### config.mk
export PLATFORM = sky130hd
export DESIGN_NAME = ppfm_port_mux
export DESIGN_NICKNAME = d
export VERILOG_FILES = /design/src/hw/ppfm_pkg.sv /design/src/hw/ppfm_pin_sync.sv /design/src/hw/ppfm_port_mux.sv
export VERILOG_INCLUDE_DIRS = /design/src /design/src/hw
export SDC_FILE = /design/constraint.sdc
export NUM_CORES = 1
export LEC_CHECK = 0
export BUFFER_PORTS_ARGS = -buffer_cell sky130_fd_sc_hd__buf_2
export CORE_MARGIN = 2
export CORE_UTILIZATION = 50
export CTS_BUF_LIST = sky130_fd_sc_hd__clkbuf_4 sky130_fd_sc_hd__clkbuf_8
export DETAILED_ROUTE_END_ITERATION = 8
export PLACE_DENSITY = 0.81
export SYNTH_ARGS = -nofsm -noshare
export SYNTH_HDL_FRONTEND = slang
export SYNTH_SLANG_ARGS = --single-unit
### constraint.sdc
create_clock -name mclk_i -period 1.18 [get_ports mclk_i]
set_input_delay 0.118 -clock mclk_i [delete_from_list [all_inputs] [get_ports mclk_i]]
set_output_delay 0.118 -clock mclk_i [all_outputs]
set_load 0.01 [all_outputs]
### src/hw/ppfm_cfg.svh
// constants for the port pin function mux
`ifndef PPFM_CFG_SVH
`define PPFM_CFG_SVH
`define PPFM_PORT_W       8
`define PPFM_SYNC_RST     1'h0
`define PPFM_CFG_RST      8'h00
`define PPFM_DIR_RST      8'h00
`define PPFM_DATA_RST     8'h00
`define PPFM_BIT_ALE      3'h0
`define PPFM_BIT_RD       3'h1
`define PPFM_BIT_WRL      3'h2
`define PPFM_BIT_WRH      3'h3
`define PPFM_BIT_HREQ     3'h4
`define PPFM_BIT_HACK     3'h5
`define PPFM_BIT_RDY      3'h6
`define PPFM_BIT_CLK      3'h7
`define PPFM_BIT_UCLK     3'h0
`define PPFM_BIT_UTX      3'h1
`define PPFM_BIT_URX      3'h2
`define PPFM_BIT_ECLK     3'h3
`endif

### src/hw/ppfm_pkg.sv
// types for the port pin function mux
package ppfm_pkg;
   typedef enum logic {
      PPFM_SINGLE_CHIP,
      PPFM_EXT_BUS
   } ppfm_mode_type;
endpackage

### src/hw/ppfm_pin_sync.sv
// three-stage input synchroniser with agreement filter
`timescale 1ns/100ps
`default_nettype none
module ppfm_pin_sync #(
   parameter int W = 8
) (
   input  wire logic         mclk_i,
   input  wire logic         rst_i,
   input  wire logic [W-1:0] pin_i,
   output logic      [W-1:0] level_o
);
   typedef struct packed {
      logic [W-1:0] s1;
      logic [W-1:0] s2;
      logic [W-1:0] s3;
      logic [W-1:0] lvl;
   } ppfm_sync_type;
   ppfm_sync_type st_ff;
   ppfm_sync_type nxt_st;

   // level only moves once the second and third stages agree
   always_comb begin
      nxt_st    = st_ff;
      nxt_st.s1 = pin_i;
      nxt_st.s2 = st_ff.s1;
      nxt_st.s3 = st_ff.s2;
      for (int i = 0; i < W; i++) begin
         if (st_ff.s2[i] == st_ff.s3[i]) begin
            nxt_st.lvl[i] = st_ff.s3[i];
         end
      end
   end

   // registered state
   always_ff @(posedge mclk_i) begin
      if (rst_i) begin
         st_ff <= '0;
      end else begin
         st_ff <= nxt_st;
      end
   end

   assign level_o = st_ff.lvl;
endmodule
`default_nettype wire

### src/hw/ppfm_port_mux.sv
// pin function multiplexer for ports 0 to 4
`timescale 1ns/100ps
`default_nettype none
`include "ppfm_cfg.svh"
module ppfm_port_mux #(
   parameter int PW = `PPFM_PORT_W
) (
   input  wire logic          mclk_i,
   input  wire logic          rst_i,
   // mode and configuration
   input  wire logic          ext_bus_mode_i,
   input  wire logic          bus_16bit_i,
   input  wire logic          addr_out_sel_i,
   input  wire logic [PW-1:0] pullup_cfg_port0_i,
   input  wire logic [PW-1:0] pullup_cfg_port1_i,
   input  wire logic [PW-1:0] opendrain_cfg_port4_i,
   // port data and direction registers
   input  wire logic [PW-1:0] port0_data_i,
   input  wire logic [PW-1:0] port0_direction_bits_i,
   input  wire logic [PW-1:0] port1_data_i,
   input  wire logic [PW-1:0] port1_direction_bits_i,
   input  wire logic [PW-1:0] port2_data_i,
   input  wire logic [PW-1:0] port2_dir_i,
   input  wire logic [PW-1:0] port3_data_i,
   input  wire logic [PW-1:0] port3_dir_i,
   input  wire logic [PW-1:0] port4_data_i,
   input  wire logic [PW-1:0] port4_dir_i,
   // external bus controller side
   input  wire logic [PW-1:0] mux_bus_low_byte_out_i,
   input  wire logic [PW-1:0] mux_bus_high_byte_out_i,
   input  wire logic          bus_data_drive_i,
   input  wire logic [PW-1:0] upper_address_lines_i,
   input  wire logic          addr_latch_enable_i,
   input  wire logic          read_strobe_i,
   input  wire logic          write_strobe_low_byte_i,
   input  wire logic          write_strobe_high_byte_i,
   input  wire logic          bus_hold_acknowledge_i,
   input  wire logic          bus_clock_i,
   output logic               bus_hold_request_o,
   output logic               bus_ready_o,
   output logic [PW-1:0]      mux_bus_low_byte_in_o,
   output logic [PW-1:0]      mux_bus_high_byte_in_o,
   // serial peripherals
   input  wire logic          uart_clk_out_en_i,
   input  wire logic          uart_clk_out_i,
   input  wire logic          uart_tx_en_i,
   input  wire logic          uart_tx_i,
   input  wire logic          ext_serial_ch1_clk_en_i,
   input  wire logic          ext_serial_ch1_clk_out_i,
   output logic               uart_clk_in_o,
   output logic               uart_rx_o,
   output logic               ext_serial_ch1_clk_in_o,
   // pin input readback
   output logic [PW-1:0]      port0_read_o,
   output logic [PW-1:0]      port1_read_o,
   output logic [PW-1:0]      port2_read_o,
   output logic [PW-1:0]      port3_read_o,
   output logic [PW-1:0]      port4_read_o,
   // pads
   input  wire logic [PW-1:0] port0_pins_i,
   input  wire logic [PW-1:0] port1_pins_i,
   input  wire logic [PW-1:0] port2_pins_i,
   input  wire logic [PW-1:0] port3_pins_i,
   input  wire logic [PW-1:0] port4_pins_i,
   output logic [PW-1:0]      port0_pins_o,
   output logic [PW-1:0]      port0_pins_oe_o,
   output logic [PW-1:0]      port0_pullup_bits_o,
   output logic [PW-1:0]      port1_pins_o,
   output logic [PW-1:0]      port1_pins_oe_o,
   output logic [PW-1:0]      port1_pullup_bits_o,
   output logic [PW-1:0]      port2_pins_o,
   output logic [PW-1:0]      port2_pins_oe_o,
   output logic [PW-1:0]      port3_pins_o,
   output logic [PW-1:0]      port3_pins_oe_o,
   output logic [PW-1:0]      port4_pins_o,
   output logic [PW-1:0]      port4_pins_oe_o
);

   // ----------------------------------------------------------------
   // pin ownership summary
   // ----------------------------------------------------------------
   // port 0: gpio, or low address/data byte in bus mode
   // port 1: gpio, or high data byte on a 16-bit bus
   // port 2: gpio, or upper address lines when selected
   // port 3: gpio, or bus strobes, hold and ready in bus mode
   // port 4: gpio, serial clocks and transmit, open-drain shaping
   // a function that owns a pin sets its data, except hold request and ready, and its
   // enable, so the port registers lose that pin for the time
   // being; the pad level is still read back on every port
   // pull-ups follow the final enable, so a pin that the bus
   // drives never fights its own pull-up
   // timing: mode changes reach the pads in the same cycle as the
   // functions, both one cycle late through the output register, so
   // no strobe shows a stale gpio level; switch mode while the bus idles
   // limitation: port 4 bit 2 is never driven by a function here,
   // software keeps its gpio direction at input while the
   // uart receives
   // reset: every pad undriven, pull-ups off, ready high
   // inputs: pads pass a three-stage filter before any use
   // outputs: all registered, one cycle after the functions
   // ports 2 to 4 carry no pull-ups; port 4 alone has open-drain
   // bus enables on ports 0 and 1 are common to the whole byte
   // hold request reads low and ready reads high outside bus mode,
   // so the bus controller needs no mode check of its own
   // the serial units always see their pads, driven or not

   // ----------------------------------------------------------------
   // state
   // ----------------------------------------------------------------
   // one packed struct holds every flop of the block except the synchroniser's own stages
   typedef struct packed {
      logic [PW-1:0] p0_o;
      logic [PW-1:0] p0_oe;
      logic [PW-1:0] p0_pu;
      logic [PW-1:0] p1_o;
      logic [PW-1:0] p1_oe;
      logic [PW-1:0] p1_pu;
      logic [PW-1:0] p2_o;
      logic [PW-1:0] p2_oe;
      logic [PW-1:0] p3_o;
      logic [PW-1:0] p3_oe;
      logic [PW-1:0] p4_o;
      logic [PW-1:0] p4_oe;
      logic [PW-1:0] rd0;
      logic [PW-1:0] rd1;
      logic [PW-1:0] rd2;
      logic [PW-1:0] rd3;
      logic [PW-1:0] rd4;
      logic [PW-1:0] lo_in;
      logic [PW-1:0] hi_in;
      logic          hreq;
      logic          rdy;
      logic          uclk;
      logic          urx;
      logic          eclk;
   } ppfm_state_type;

   // current and next state; the mode is a plain decode
   ppfm_state_type st_ff;
   ppfm_state_type nxt_st;
   ppfm_pkg::ppfm_mode_type mode;

   // filtered pad levels, one byte per port
   logic [PW-1:0] s0;
   logic [PW-1:0] s1;
   logic [PW-1:0] s2;
   logic [PW-1:0] s3;
   logic [PW-1:0] s4;

   // ----------------------------------------------------------------
   // pad input synchronisers
   // ----------------------------------------------------------------
   // pads are asynchronous to mclk, so every input is filtered
   // one wide instance keeps the five ports on identical latency
   // cost: a pad change reaches the outputs five cycles later
   // short glitches on a pad are lost, which is intended here
   ppfm_pin_sync #(.W(5*PW)) u_sync (
      .mclk_i  (mclk_i),
      .rst_i   (rst_i),
      .pin_i   ({port4_pins_i, port3_pins_i, port2_pins_i, port1_pins_i, port0_pins_i}),
      .level_o ({s4, s3, s2, s1, s0})
   );

   // ----------------------------------------------------------------
   // mode decode
   // ----------------------------------------------------------------
   // one decode point keeps every pin group on the same mode
   assign mode = ext_bus_mode_i ? ppfm_pkg::PPFM_EXT_BUS : ppfm_pkg::PPFM_SINGLE_CHIP;

   // ----------------------------------------------------------------
   // pin function selection
   // ----------------------------------------------------------------
   // outputs are registered, so pads lag the internal functions by one
   // cycle; accepted to keep every output straight from a flip-flop
   always_comb begin
      nxt_st = st_ff;
      // ports 0 and 1 default to gpio
      // in bus mode the controller decides when data is driven
      nxt_st.p0_o  = port0_data_i;
      nxt_st.p0_oe = port0_direction_bits_i;
      nxt_st.p1_o  = port1_data_i;
      nxt_st.p1_oe = port1_direction_bits_i;
      if (mode == ppfm_pkg::PPFM_EXT_BUS) begin
         nxt_st.p0_o  = mux_bus_low_byte_out_i;
         nxt_st.p0_oe = {PW{bus_data_drive_i}};
         if (bus_16bit_i) begin
            nxt_st.p1_o  = mux_bus_high_byte_out_i;
            nxt_st.p1_oe = {PW{bus_data_drive_i}};
         end
      end

      // pull-ups only on pins that are not driving; the final
      // enable is used, so bus driving turns them off as well
      nxt_st.p0_pu = pullup_cfg_port0_i & ~nxt_st.p0_oe;
      nxt_st.p1_pu = pullup_cfg_port1_i & ~nxt_st.p1_oe;

      // port 2: upper address or gpio
      // the address setting takes all eight pins as outputs
      if (mode == ppfm_pkg::PPFM_EXT_BUS && addr_out_sel_i) begin
         nxt_st.p2_o  = upper_address_lines_i;
         nxt_st.p2_oe = '1;
      end else begin
         nxt_st.p2_o  = port2_data_i;
         nxt_st.p2_oe = port2_dir_i;
      end

      // port 3: bus strobes and handshakes
      // every output function takes its pin in bus mode, the
      // two inputs are released so the far side can drive them
      nxt_st.p3_o  = port3_data_i;
      nxt_st.p3_oe = port3_dir_i;
      if (mode == ppfm_pkg::PPFM_EXT_BUS) begin
         nxt_st.p3_o[`PPFM_BIT_ALE]   = addr_latch_enable_i;
         nxt_st.p3_o[`PPFM_BIT_RD]    = read_strobe_i;
         nxt_st.p3_o[`PPFM_BIT_WRL]   = write_strobe_low_byte_i;
         nxt_st.p3_o[`PPFM_BIT_WRH]   = write_strobe_high_byte_i;
         nxt_st.p3_o[`PPFM_BIT_HACK]  = bus_hold_acknowledge_i;
         nxt_st.p3_o[`PPFM_BIT_CLK]   = bus_clock_i;
         nxt_st.p3_oe[`PPFM_BIT_ALE]  = 1'b1;
         nxt_st.p3_oe[`PPFM_BIT_RD]   = 1'b1;
         nxt_st.p3_oe[`PPFM_BIT_WRL]  = 1'b1;
         nxt_st.p3_oe[`PPFM_BIT_WRH]  = 1'b1;
         nxt_st.p3_oe[`PPFM_BIT_HACK] = 1'b1;
         nxt_st.p3_oe[`PPFM_BIT_CLK]  = 1'b1;
         // request and ready are inputs in bus mode
         nxt_st.p3_oe[`PPFM_BIT_HREQ] = 1'b0;
         nxt_st.p3_oe[`PPFM_BIT_RDY]  = 1'b0;
      end
      // outside bus mode no hold is requested and the bus is ready
      // in bus mode both are taken from the filtered pad levels
      nxt_st.hreq = (mode == ppfm_pkg::PPFM_EXT_BUS) && s3[`PPFM_BIT_HREQ];
      nxt_st.rdy  = (mode != ppfm_pkg::PPFM_EXT_BUS) || s3[`PPFM_BIT_RDY];

      // port 4: serial functions, then open-drain shaping
      // serial enables override the direction bits; open-drain
      // shaping is applied last so it covers them as well
      nxt_st.p4_o  = port4_data_i;
      nxt_st.p4_oe = port4_dir_i;
      if (uart_clk_out_en_i) begin
         nxt_st.p4_o[`PPFM_BIT_UCLK]  = uart_clk_out_i;
         nxt_st.p4_oe[`PPFM_BIT_UCLK] = 1'b1;
      end
      if (uart_tx_en_i) begin
         nxt_st.p4_o[`PPFM_BIT_UTX]  = uart_tx_i;
         nxt_st.p4_oe[`PPFM_BIT_UTX] = 1'b1;
      end
      if (ext_serial_ch1_clk_en_i) begin
         nxt_st.p4_o[`PPFM_BIT_ECLK]  = ext_serial_ch1_clk_out_i;
         nxt_st.p4_oe[`PPFM_BIT_ECLK] = 1'b1;
      end
      // open-drain: a driven high becomes release; inputs stay untouched
      for (int i = 0; i < PW; i++) begin
         if (opendrain_cfg_port4_i[i] && nxt_st.p4_oe[i]) begin
            nxt_st.p4_oe[i] = ~nxt_st.p4_o[i];
            nxt_st.p4_o[i]  = 1'b0;
         end
      end
      // receive pin is only read; keeping it undriven is up to software
      nxt_st.urx  = s4[`PPFM_BIT_URX];
      nxt_st.uclk = s4[`PPFM_BIT_UCLK];
      nxt_st.eclk = s4[`PPFM_BIT_ECLK];

      // pin state stays readable whoever owns the pin
      nxt_st.rd0   = s0;
      nxt_st.rd1   = s1;
      nxt_st.rd2   = s2;
      nxt_st.rd3   = s3;
      nxt_st.rd4   = s4;
      // bus data inputs see the same filtered levels
      nxt_st.lo_in = s0;
      nxt_st.hi_in = s1;
   end

   // ----------------------------------------------------------------
   // registers
   // ----------------------------------------------------------------
   // reset leaves all pads undriven with pull-ups off
   // ready resets high so a bus access is never stalled by reset
   // synchronous reset keeps every flop on the one clock edge
   always_ff @(posedge mclk_i) begin
      if (rst_i) begin
         st_ff     <= '0;
         st_ff.rdy <= 1'b1;
      end else begin
         st_ff <= nxt_st;
      end
   end

   // ----------------------------------------------------------------
   // outputs
   // ----------------------------------------------------------------
   // all straight from flip-flops, so no pad sees a comb glitch
   // pad data, enables and pull-ups
   assign port0_pins_o            = st_ff.p0_o;
   assign port0_pins_oe_o         = st_ff.p0_oe;
   assign port0_pullup_bits_o     = st_ff.p0_pu;
   assign port1_pins_o            = st_ff.p1_o;
   assign port1_pins_oe_o         = st_ff.p1_oe;
   assign port1_pullup_bits_o     = st_ff.p1_pu;
   assign port2_pins_o            = st_ff.p2_o;
   assign port2_pins_oe_o         = st_ff.p2_oe;
   assign port3_pins_o            = st_ff.p3_o;
   assign port3_pins_oe_o         = st_ff.p3_oe;
   assign port4_pins_o            = st_ff.p4_o;
   assign port4_pins_oe_o         = st_ff.p4_oe;

   // filtered pin levels for readback
   assign port0_read_o            = st_ff.rd0;
   assign port1_read_o            = st_ff.rd1;
   assign port2_read_o            = st_ff.rd2;
   assign port3_read_o            = st_ff.rd3;
   assign port4_read_o            = st_ff.rd4;

   // filtered levels handed to the bus controller and serial units
   assign mux_bus_low_byte_in_o   = st_ff.lo_in;
   assign mux_bus_high_byte_in_o  = st_ff.hi_in;
   assign bus_hold_request_o      = st_ff.hreq;
   assign bus_ready_o             = st_ff.rdy;
   assign uart_clk_in_o           = st_ff.uclk;
   assign uart_rx_o               = st_ff.urx;
   assign ext_serial_ch1_clk_in_o = st_ff.eclk;
endmodule
`default_nettype wire

# [After elaboration in Yosys (flattened, before gate mapping)]
# Cells that the tools add are included.
[word_totals] ff_bits=301 in_bits=186 output_inout_bits=157 wordCells=168
[classes] n_eq_ne=40 n_mux=22 bitwise_logic=13 n_reduce_logical=20
[op_table] operator="$mux W16" n=4
[op_table] operator="$eq A1 B1 Y1" n=40
[op_table] operator="$reduce_or A2 Y1" n=9
[op_table] operator="$mux W1" n=17
[op_table] operator="$and A8 B8 Y8" n=2
[op_table] operator="$not A8 Y8" n=2
[op_table] operator="$mux W12" n=1
[op_table] operator="$logic_and A1 B1 Y1" n=10
[op_table] operator="$not A1 Y1" n=9
[op_table] operator="$logic_or A1 B1 Y1" n=1

# [Depth between registers and ports, before layout]
# Gate-level depths: netlist (run 1).
[logic_depth] ltp_word=4 ltp_mapped=6 depth_no_buf=3

# [Hierarchy]
# Synthesis (run 1) repeated with hierarchy kept, for this count alone.
[hier_totals] cells_unflattened=885 area_unflattened_um2=9381.5
[by_module_without_submodules] mod="ppfm_pin_sync" instances=1 cells_each=457 area_each_um2=4892.2 seq_area_each_um2=3203.1
[by_module_without_submodules] mod="ppfm_port_mux" instances=1 cells_each=428 area_each_um2=4489.3 seq_area_each_um2=2762.6

# [Worst setup path before layout (run 1)]
# No wires, ideal clock.
[synth_path] path_kind="input port to flip-flop" start="in ext_bus_mode_i" end="reg st_ff, in the netlist port2_pins_oe_o[0]" arrival_ns=0.763 t_required_ns=1.063 path_slack_ns=0.300 stages=6 cell_sequence="buf_4 -> and2_4 -> buf_6 -> buf_6 -> nor2_1 -> nor2_1"
[synth_via] elab_chain_cells=3
[synth_lines] item="start, declared" line="ppfm_port_mux.sv:11" text="input wire logic ext_bus_mode_i,"
[synth_lines] item="$mux W1" line="ppfm_port_mux.sv:168" text="assign mode = ext_bus_mode_i ? ppfm_pkg::PPFM_EXT_BUS : ppfm_pkg::PPFM_SINGLE_CHIP;"
[synth_lines] item="$logic_and A1 B1 Y1" line="ppfm_port_mux.sv:199" text="if (mode == ppfm_pkg::PPFM_EXT_BUS && addr_out_sel_i) begin"
[synth_lines] item="$mux W16" line="ppfm_port_mux.sv:199"
[synth_lines] item="end signal, assigned" line="ppfm_port_mux.sv:285" text="st_ff <= nxt_st;"
[synth_lines] item="end, declared" line="ppfm_port_mux.sv:139" text="ppfm_state_type st_ff;"
# Every way passes these cells.
# A chain may end at the register's enable or synchronous reset.

# [Worst setup path in the final report (run 1)]
[layout_path] start="in port0_data_i[2]" end="reg st_ff, in the netlist port0_pins_o[2]"
[layout_via] elab_chain_cells=1
[layout_lines] item="start, declared" line="ppfm_port_mux.sv:18" text="input wire logic [PW-1:0] port0_data_i,"
[layout_lines] item="$mux W16" line="ppfm_port_mux.sv:183" text="if (mode == ppfm_pkg::PPFM_EXT_BUS) begin"
# Every way passes these cells.

==> results.md, run 1 <==
- Worst path cell trace: dlygate4sd3_1 > buf_2 > mux2i_1 > dlygate4sd3_1 > nor2_1
- Fillers: 995
- Count of warnings emitted by yosys: 0
- R2R setup slack: 0.35 ns
- Worst-skew pair later-pin latency: 0.55 ns
- Clk_skew: 0.0212 ns
- Register bit total from synthesis: 298
- HPWL Detailed: 14.9 mm
- CP endpoint kind: flop
- Core Region: 17900 um^2
- Placed instance count: 1372
- Area Growth Syn to Fin: 53.5%
- Class of the worst hold path: in2reg
- Leakage: 6.50 nW
- Clock buffer depth: 3
- Hold Slack: -0.0381 ns
- Clk sinks: 298
- Arrival time at the worst endpoint: 1.68 ns
- Sequential fraction of the synthesis area: 65.5%
- CP Launch Type: primary input
- All-Layer GR Usage: 28.9%
- DRC Markers: 0
- Vias in the first global route: 8684
- Clock input transition at the sequential cells of the worst setup and hold paths: 0.07 ns
- CTS buffer count: 45
- Final nets: 1573
- Max frequency: 803 MHz
- Final setup viols: 4
- Post-synthesis cell count: 845
- Routed Antenna Nets: 0
- Critical path required time: 1.61 ns
- Final GP Congestion: 0.824
- Crit path kind: in2reg
- Largest register FFs: 80
- CP Max Fanout: 1
- PortBufs: 342
- Most frequent cells in the layout: buf_2 (327), dfxtp_1 (272), dlygate4sd3_1 (193)
- Starting Density: 50.8%
- Final WL: 29.6 mm
- Actual slew at the worst max-slew pin: 0.498 ns
- CTS tree: yes
- Post-Route Utilization: 78.0%
- Clk Tree Root Cell: clkbuf_8
- Placed Area: 10900 um^2
- I/O pins: 343
- Most common cell after layout, fill and taps aside: buf_2
- Antenna violations before repair: 2
- Cell Count, Final, Fillers Out: 1651
- Post-synth net total: 1031
- Setup_tns: -0.120 ns
- Dpl ws: 0.141 ns
- Post-Syn Area per Cell: 10.8 um^2
- Setup ws final: -0.0660 ns
- Grt ovf: 0
- Synthesized area: 9100 um^2
- RSZ-0062 raised after global routing: yes
- Critical path's slowest cell: dlygate4sd3_1
- First-pass GRT wire length: 44.3 mm
- Routed wire length per instance: 17.9 um
- Die Span X: 139 um
- Yosys cell types: 27
- DIE HEIGHT: 139 um
- Slowest cell delay on critical path: 0.62 ns
- Share of cells above drive strength 1: 34.3%
- Final Max Slew Viols: 0
- Final period util: 106%
- Via count: 8323
- Largest net degree at the start of global routing: 43
- Row count: 49
- Failing checks: hold timing, setup timing
- Top cell by count, worst path: dlygate4sd3_1
- Design area: 14000 um^2
- Drt initial violations: 333
- Number of max-cap violations: 0
- Total power: 21.6 mW
- Max_slew headroom: 66.7%
- TritonRoute pass-1 iters: 4
- Pwr/cell area: 1550 nW/um^2
- Minimum clock period: 1.25 ns
- Worst VDD drop: 1.27 mV
- CTS HTree Levels: 2
- Status: finished with violations
- Hold Vio Cnt, Final: 3
- DR vias/cell: 5.04
- Die ar.: 19300 um^2
worst paths after layout:
path,start,endpoint,cells after the start
max,port0_data_i[2],port0_pins_o[2],5
min,opendrain_cfg_port4_i[0],port4_pins_o[0],4
max reg2reg,u_sync.level_o[30],bus_ready_o,1
min reg2reg,u_sync.nxt_st[89],u_sync.nxt_st[49],1
cells by family (layout without fill, tap and decap cells):
logic type | count (synthesis) | count (layout) | share of synthesized area [%]
and+or+nand+nor | 329 | 329 | 20.0
AOI/OAI and AO/OA | 131 | 131 | 7.93
other | 0 | 2 | 0
DFF | 298 | 298 | 65.5
buffers and inverters | 73 | 648 | 4.98
muxes | 14 | 14 | 1.54
where the power goes:
| part | total [mW] | internal [mW] | switching [mW] |
|---|---|---|---|
| Clock | 8.99 | 5.02 | 3.97 |
| Combinational | 2.05 | 1.11 | 0.938 |
| Sequential | 10.6 | 10.4 | 0.146 |
| Total | 21.6 | 16.6 | 5.05 |
synthesized netlist by cell type (all sizes together):
library cell | count | area, um^2
a211oi | 10 | 75.1
a21oi | 78 | 420
a311oi | 3 | 26.3
and2 | 2 | 15.0
and3 | 1 | 11.3
and3b | 8 | 70.1
and4b | 8 | 80.1
buf | 57 | 393
clkbuf | 6 | 22.5
dfxtp | 298 | 5970
inv | 10 | 37.5
mux2i | 14 | 140
nand2 | 73 | 284
nand2b | 8 | 50.1
nand3 | 8 | 40.0
nand3b | 6 | 45.0
nor2 | 50 | 188
nor2b | 162 | 1010
nor3b | 2 | 15.0
o21ai | 40 | 200
or3b | 1 | 8.76
repair_timing:
action,CTS,global route
buffers inserted,0,2
endpoints found under the hold margin,147,7
endpoints found under the setup margin,15,44
pin swaps,0,3
hold buffers,198,7
resized for setup,11,38
final cells by class:
class | count | area [um^2] | share of cell area [%]
Antenna cell | 2 | 5.00 | 0.0358
Inverter | 10 | 37.5 | 0.269
Sequential cell | 298 | 6000 | 42.9
Tap cell | 229 | 287 | 2.05
Clock inverter | 11 | 105 | 0.752
Multi-Input combinational cell | 474 | 2710 | 19.4
Clock buffer | 69 | 881 | 6.30
Timing Repair Buffer | 558 | 3950 | 28.3
routing by layer:
metal | global-route usage (%) | routed length [um]
met1 | 29.1 | 10200
met2 | 52.1 | 15200
met3 | 7.22 | 1950
met4 | 20.6 | 2280
met5 | 0 | 0
worst max-delay path: cells and delay by family:
family                 cells  cell delay, ns
AND/OR/NAND/NOR            1            0.05
buffers and inverters      3            1.28
multiplexers               1            0.23
Power figures use the tool's default switching activity.
==> run 2, diff against run 1 <==
- RECOVER_POWER: not set -> 25
==> run 2 against run 1 <==
Against the previous run:
- the run still ends with hold timing, setup timing left
- worst setup slack gained 0.00073 ns
- clock power is essentially flat
- flip-flop and latch count is the same
- design area shrank 0.11%
- largest cell class unchanged
- total power is essentially flat
- global-route usage is the same
==> results.md, run 2 (synthesis results as in run 1) <==
- Status: finished with violations
- Failing checks: hold timing, setup timing
- Net Sw Frac: 23.4%
- Total power: 21.6 mW
- RSZ-0062 raised after global routing: yes
- Vias in the first global route: 8684
- TritonRoute pass-1 iters: 4
- Final setup viols: 3
- DRC Markers: 0
- Worst VDD drop: 1.27 mV
- Via count: 8322
- Final Max Slew Viols: 0
- Clk Tree Root Cell: clkbuf_8
- Row count: 49
- Max_slew headroom: 66.7%
- Cell internal pwr: 16.6 mW
- Clk pwr share: 41.6%
- Worst-skew pair later-pin latency: 0.55 ns
- Setup ws final: -0.0652 ns
- HPWL Detailed: 14.9 mm
- Clk sinks: 298
- Most common cell after layout, fill and taps aside: buf_2
- Placed instance count: 1372
- Die ar.: 19300 um^2
- Switch Pwr: 5.05 mW
- Final GP Congestion: 0.824
- Hold Slack: -0.0384 ns
- Placed Area: 10900 um^2
- Core Region: 17900 um^2
- Final period util: 106%
- CTS HTree Levels: 2
- Critical Path Start: port0_data_i[2]
- Drt initial violations: 358
- Final WL: 29.5 mm
- Top cell by count, worst path: dlygate4sd3_1
- First-pass GRT wire length: 44.3 mm
- PortBufs: 342
- Critical path's slowest cell: dlygate4sd3_1
- Clock buffer depth: 3
- Actual slew at the worst max-slew pin: 0.498 ns
- Max frequency: 803 MHz
- CP Max Fanout: 1
- Share of cells above drive strength 1: 33.9%
- DR vias/cell: 5.04
- Starting Density: 50.8%
- Number of max-cap violations: 0
- Final nets: 1573
- Clock input transition at the sequential cells of the worst setup and hold paths: 0.07 ns
- All-Layer GR Usage: 28.9%
- Routed wire length per instance: 17.9 um
- Reg power frac: 49.0%
- Antenna violations before repair: 2
- Cell Count, Final, Fillers Out: 1651
- Reg-to-reg startpoint: u_sync.level_o[30]
- Most frequent cells in the layout: buf_2 (324), dfxtp_1 (272), dlygate4sd3_1 (193)
- I/O pins: 343
- Worst path cell trace: dlygate4sd3_1 > buf_2 > mux2i_1 > dlygate4sd3_1 > nor2_1
- Routed Antenna Nets: 0
- Crit path buffers/inverters: 3
- Critical path required time: 1.62 ns
- CTS tree: yes
- Grt ovf: 0
- Leakage: 6.49 nW
- Class of the worst hold path: in2reg
- Largest net degree at the start of global routing: 43
- Die Span X: 139 um
- Minimum clock period: 1.25 ns
- Pwr/cell area: 1550 nW/um^2
- Crit path max-delay family: buffers and inverters
- CP Launch Type: primary input
- Largest register FFs: 80
- Clk_skew: 0.0212 ns
- Area Growth Syn to Fin: 53.4%
- Hold Crit Start: opendrain_cfg_port4_i[0]
- Design area: 14000 um^2
- CTS buffer count: 45
- Hold Vio Cnt, Final: 3
- DIE HEIGHT: 139 um
- Slowest cell delay on critical path: 0.62 ns
- Arrival time at the worst endpoint: 1.68 ns
- CP endpoint kind: flop
- Crit path kind: in2reg
- Comb pwr share: 9.4%
==> run 2: cell count changes in the layout (fill, tap and decap cells not counted), sizes merged <==
cell	before	now
buf	362	359
clkbuf	70	73
==> run 2: repair_timing <==
action                                  4_1_cts  5_1_grt
hold endpoints to repair                    147        7
gates resized for setup                      11       38
endpoints found under the setup margin       15       44
setup buffers                                 0        2
hold buffers                                198        7
pin swaps                                     0        3
==> run 2: area by class of cell <==
cell class | count | area [um^2]
Clock inverter | 11 | 105
Inverter | 10 | 37.5
Tap cell | 229 | 287
Multi-Input combinational cell | 474 | 2700
Sequential cell | 298 | 6000
Fill cell | 1001 | 3950
Clock buffer | 69 | 881
Antenna cell | 2 | 5.00
Timing Repair Buffer | 558 | 3950
==> run 2: through the flow <==
step           hold slack (ns)  setup slack [ns]  util [%]  setup TNS, ns
2_1_floorplan            0.209             0.300         -              0
3_5_place_dp             0.316             0.141      60.7              0
5_1_grt                -0.0374           -0.0493      78.0         -0.335
4_1_cts                0.00409         0.0000979      77.4              0
3_3_place_gp             0.312             0.155      60.7              0
6_report               -0.0384           -0.0652      78.0         -0.110
==> run 2: power by group through the flow <==
stage | combinational (mW) | sequential (mW) | clock (mW)
2_1_floorplan | 0.565 | 10.9 | 0
3_3_place_gp | 1.29 | 10.8 | 0
3_5_place_dp | 1.32 | 10.8 | 0
4_1_cts | 1.87 | 10.6 | 9.00
5_1_grt | 2.16 | 10.6 | 9.64
6_report | 2.04 | 10.6 | 8.99
==> run 2: path summary, 6_finish.rpt <==
kind,to,cells past startpoint,slack (ns)
setup / recovery,port0_pins_o[2],5,-0.07
hold / removal,port4_pins_o[0],4,-0.04
setup reg to reg,bus_ready_o,1,0.35
hold reg to reg,u_sync.nxt_st[49],1,0.42
==> run 2: per-layer routing <==
layer	vias to the layer above	global-route usage (%)	wire length, um	share of wire [%]
met2	469	52.1	15200	52
met5	-	0	0	0
met4	0	20.6	2260	7.7
met1	3869	29.1	10000	34
met3	179	7.22	2040	6.9
li1	3805	-	-	-
==> run 2: worst min-delay path: stages <==
cell,delay [ns]
buf_2,0.12
nand2_1,0.07
nand3b_1,0.09
a21oi_2,0.05
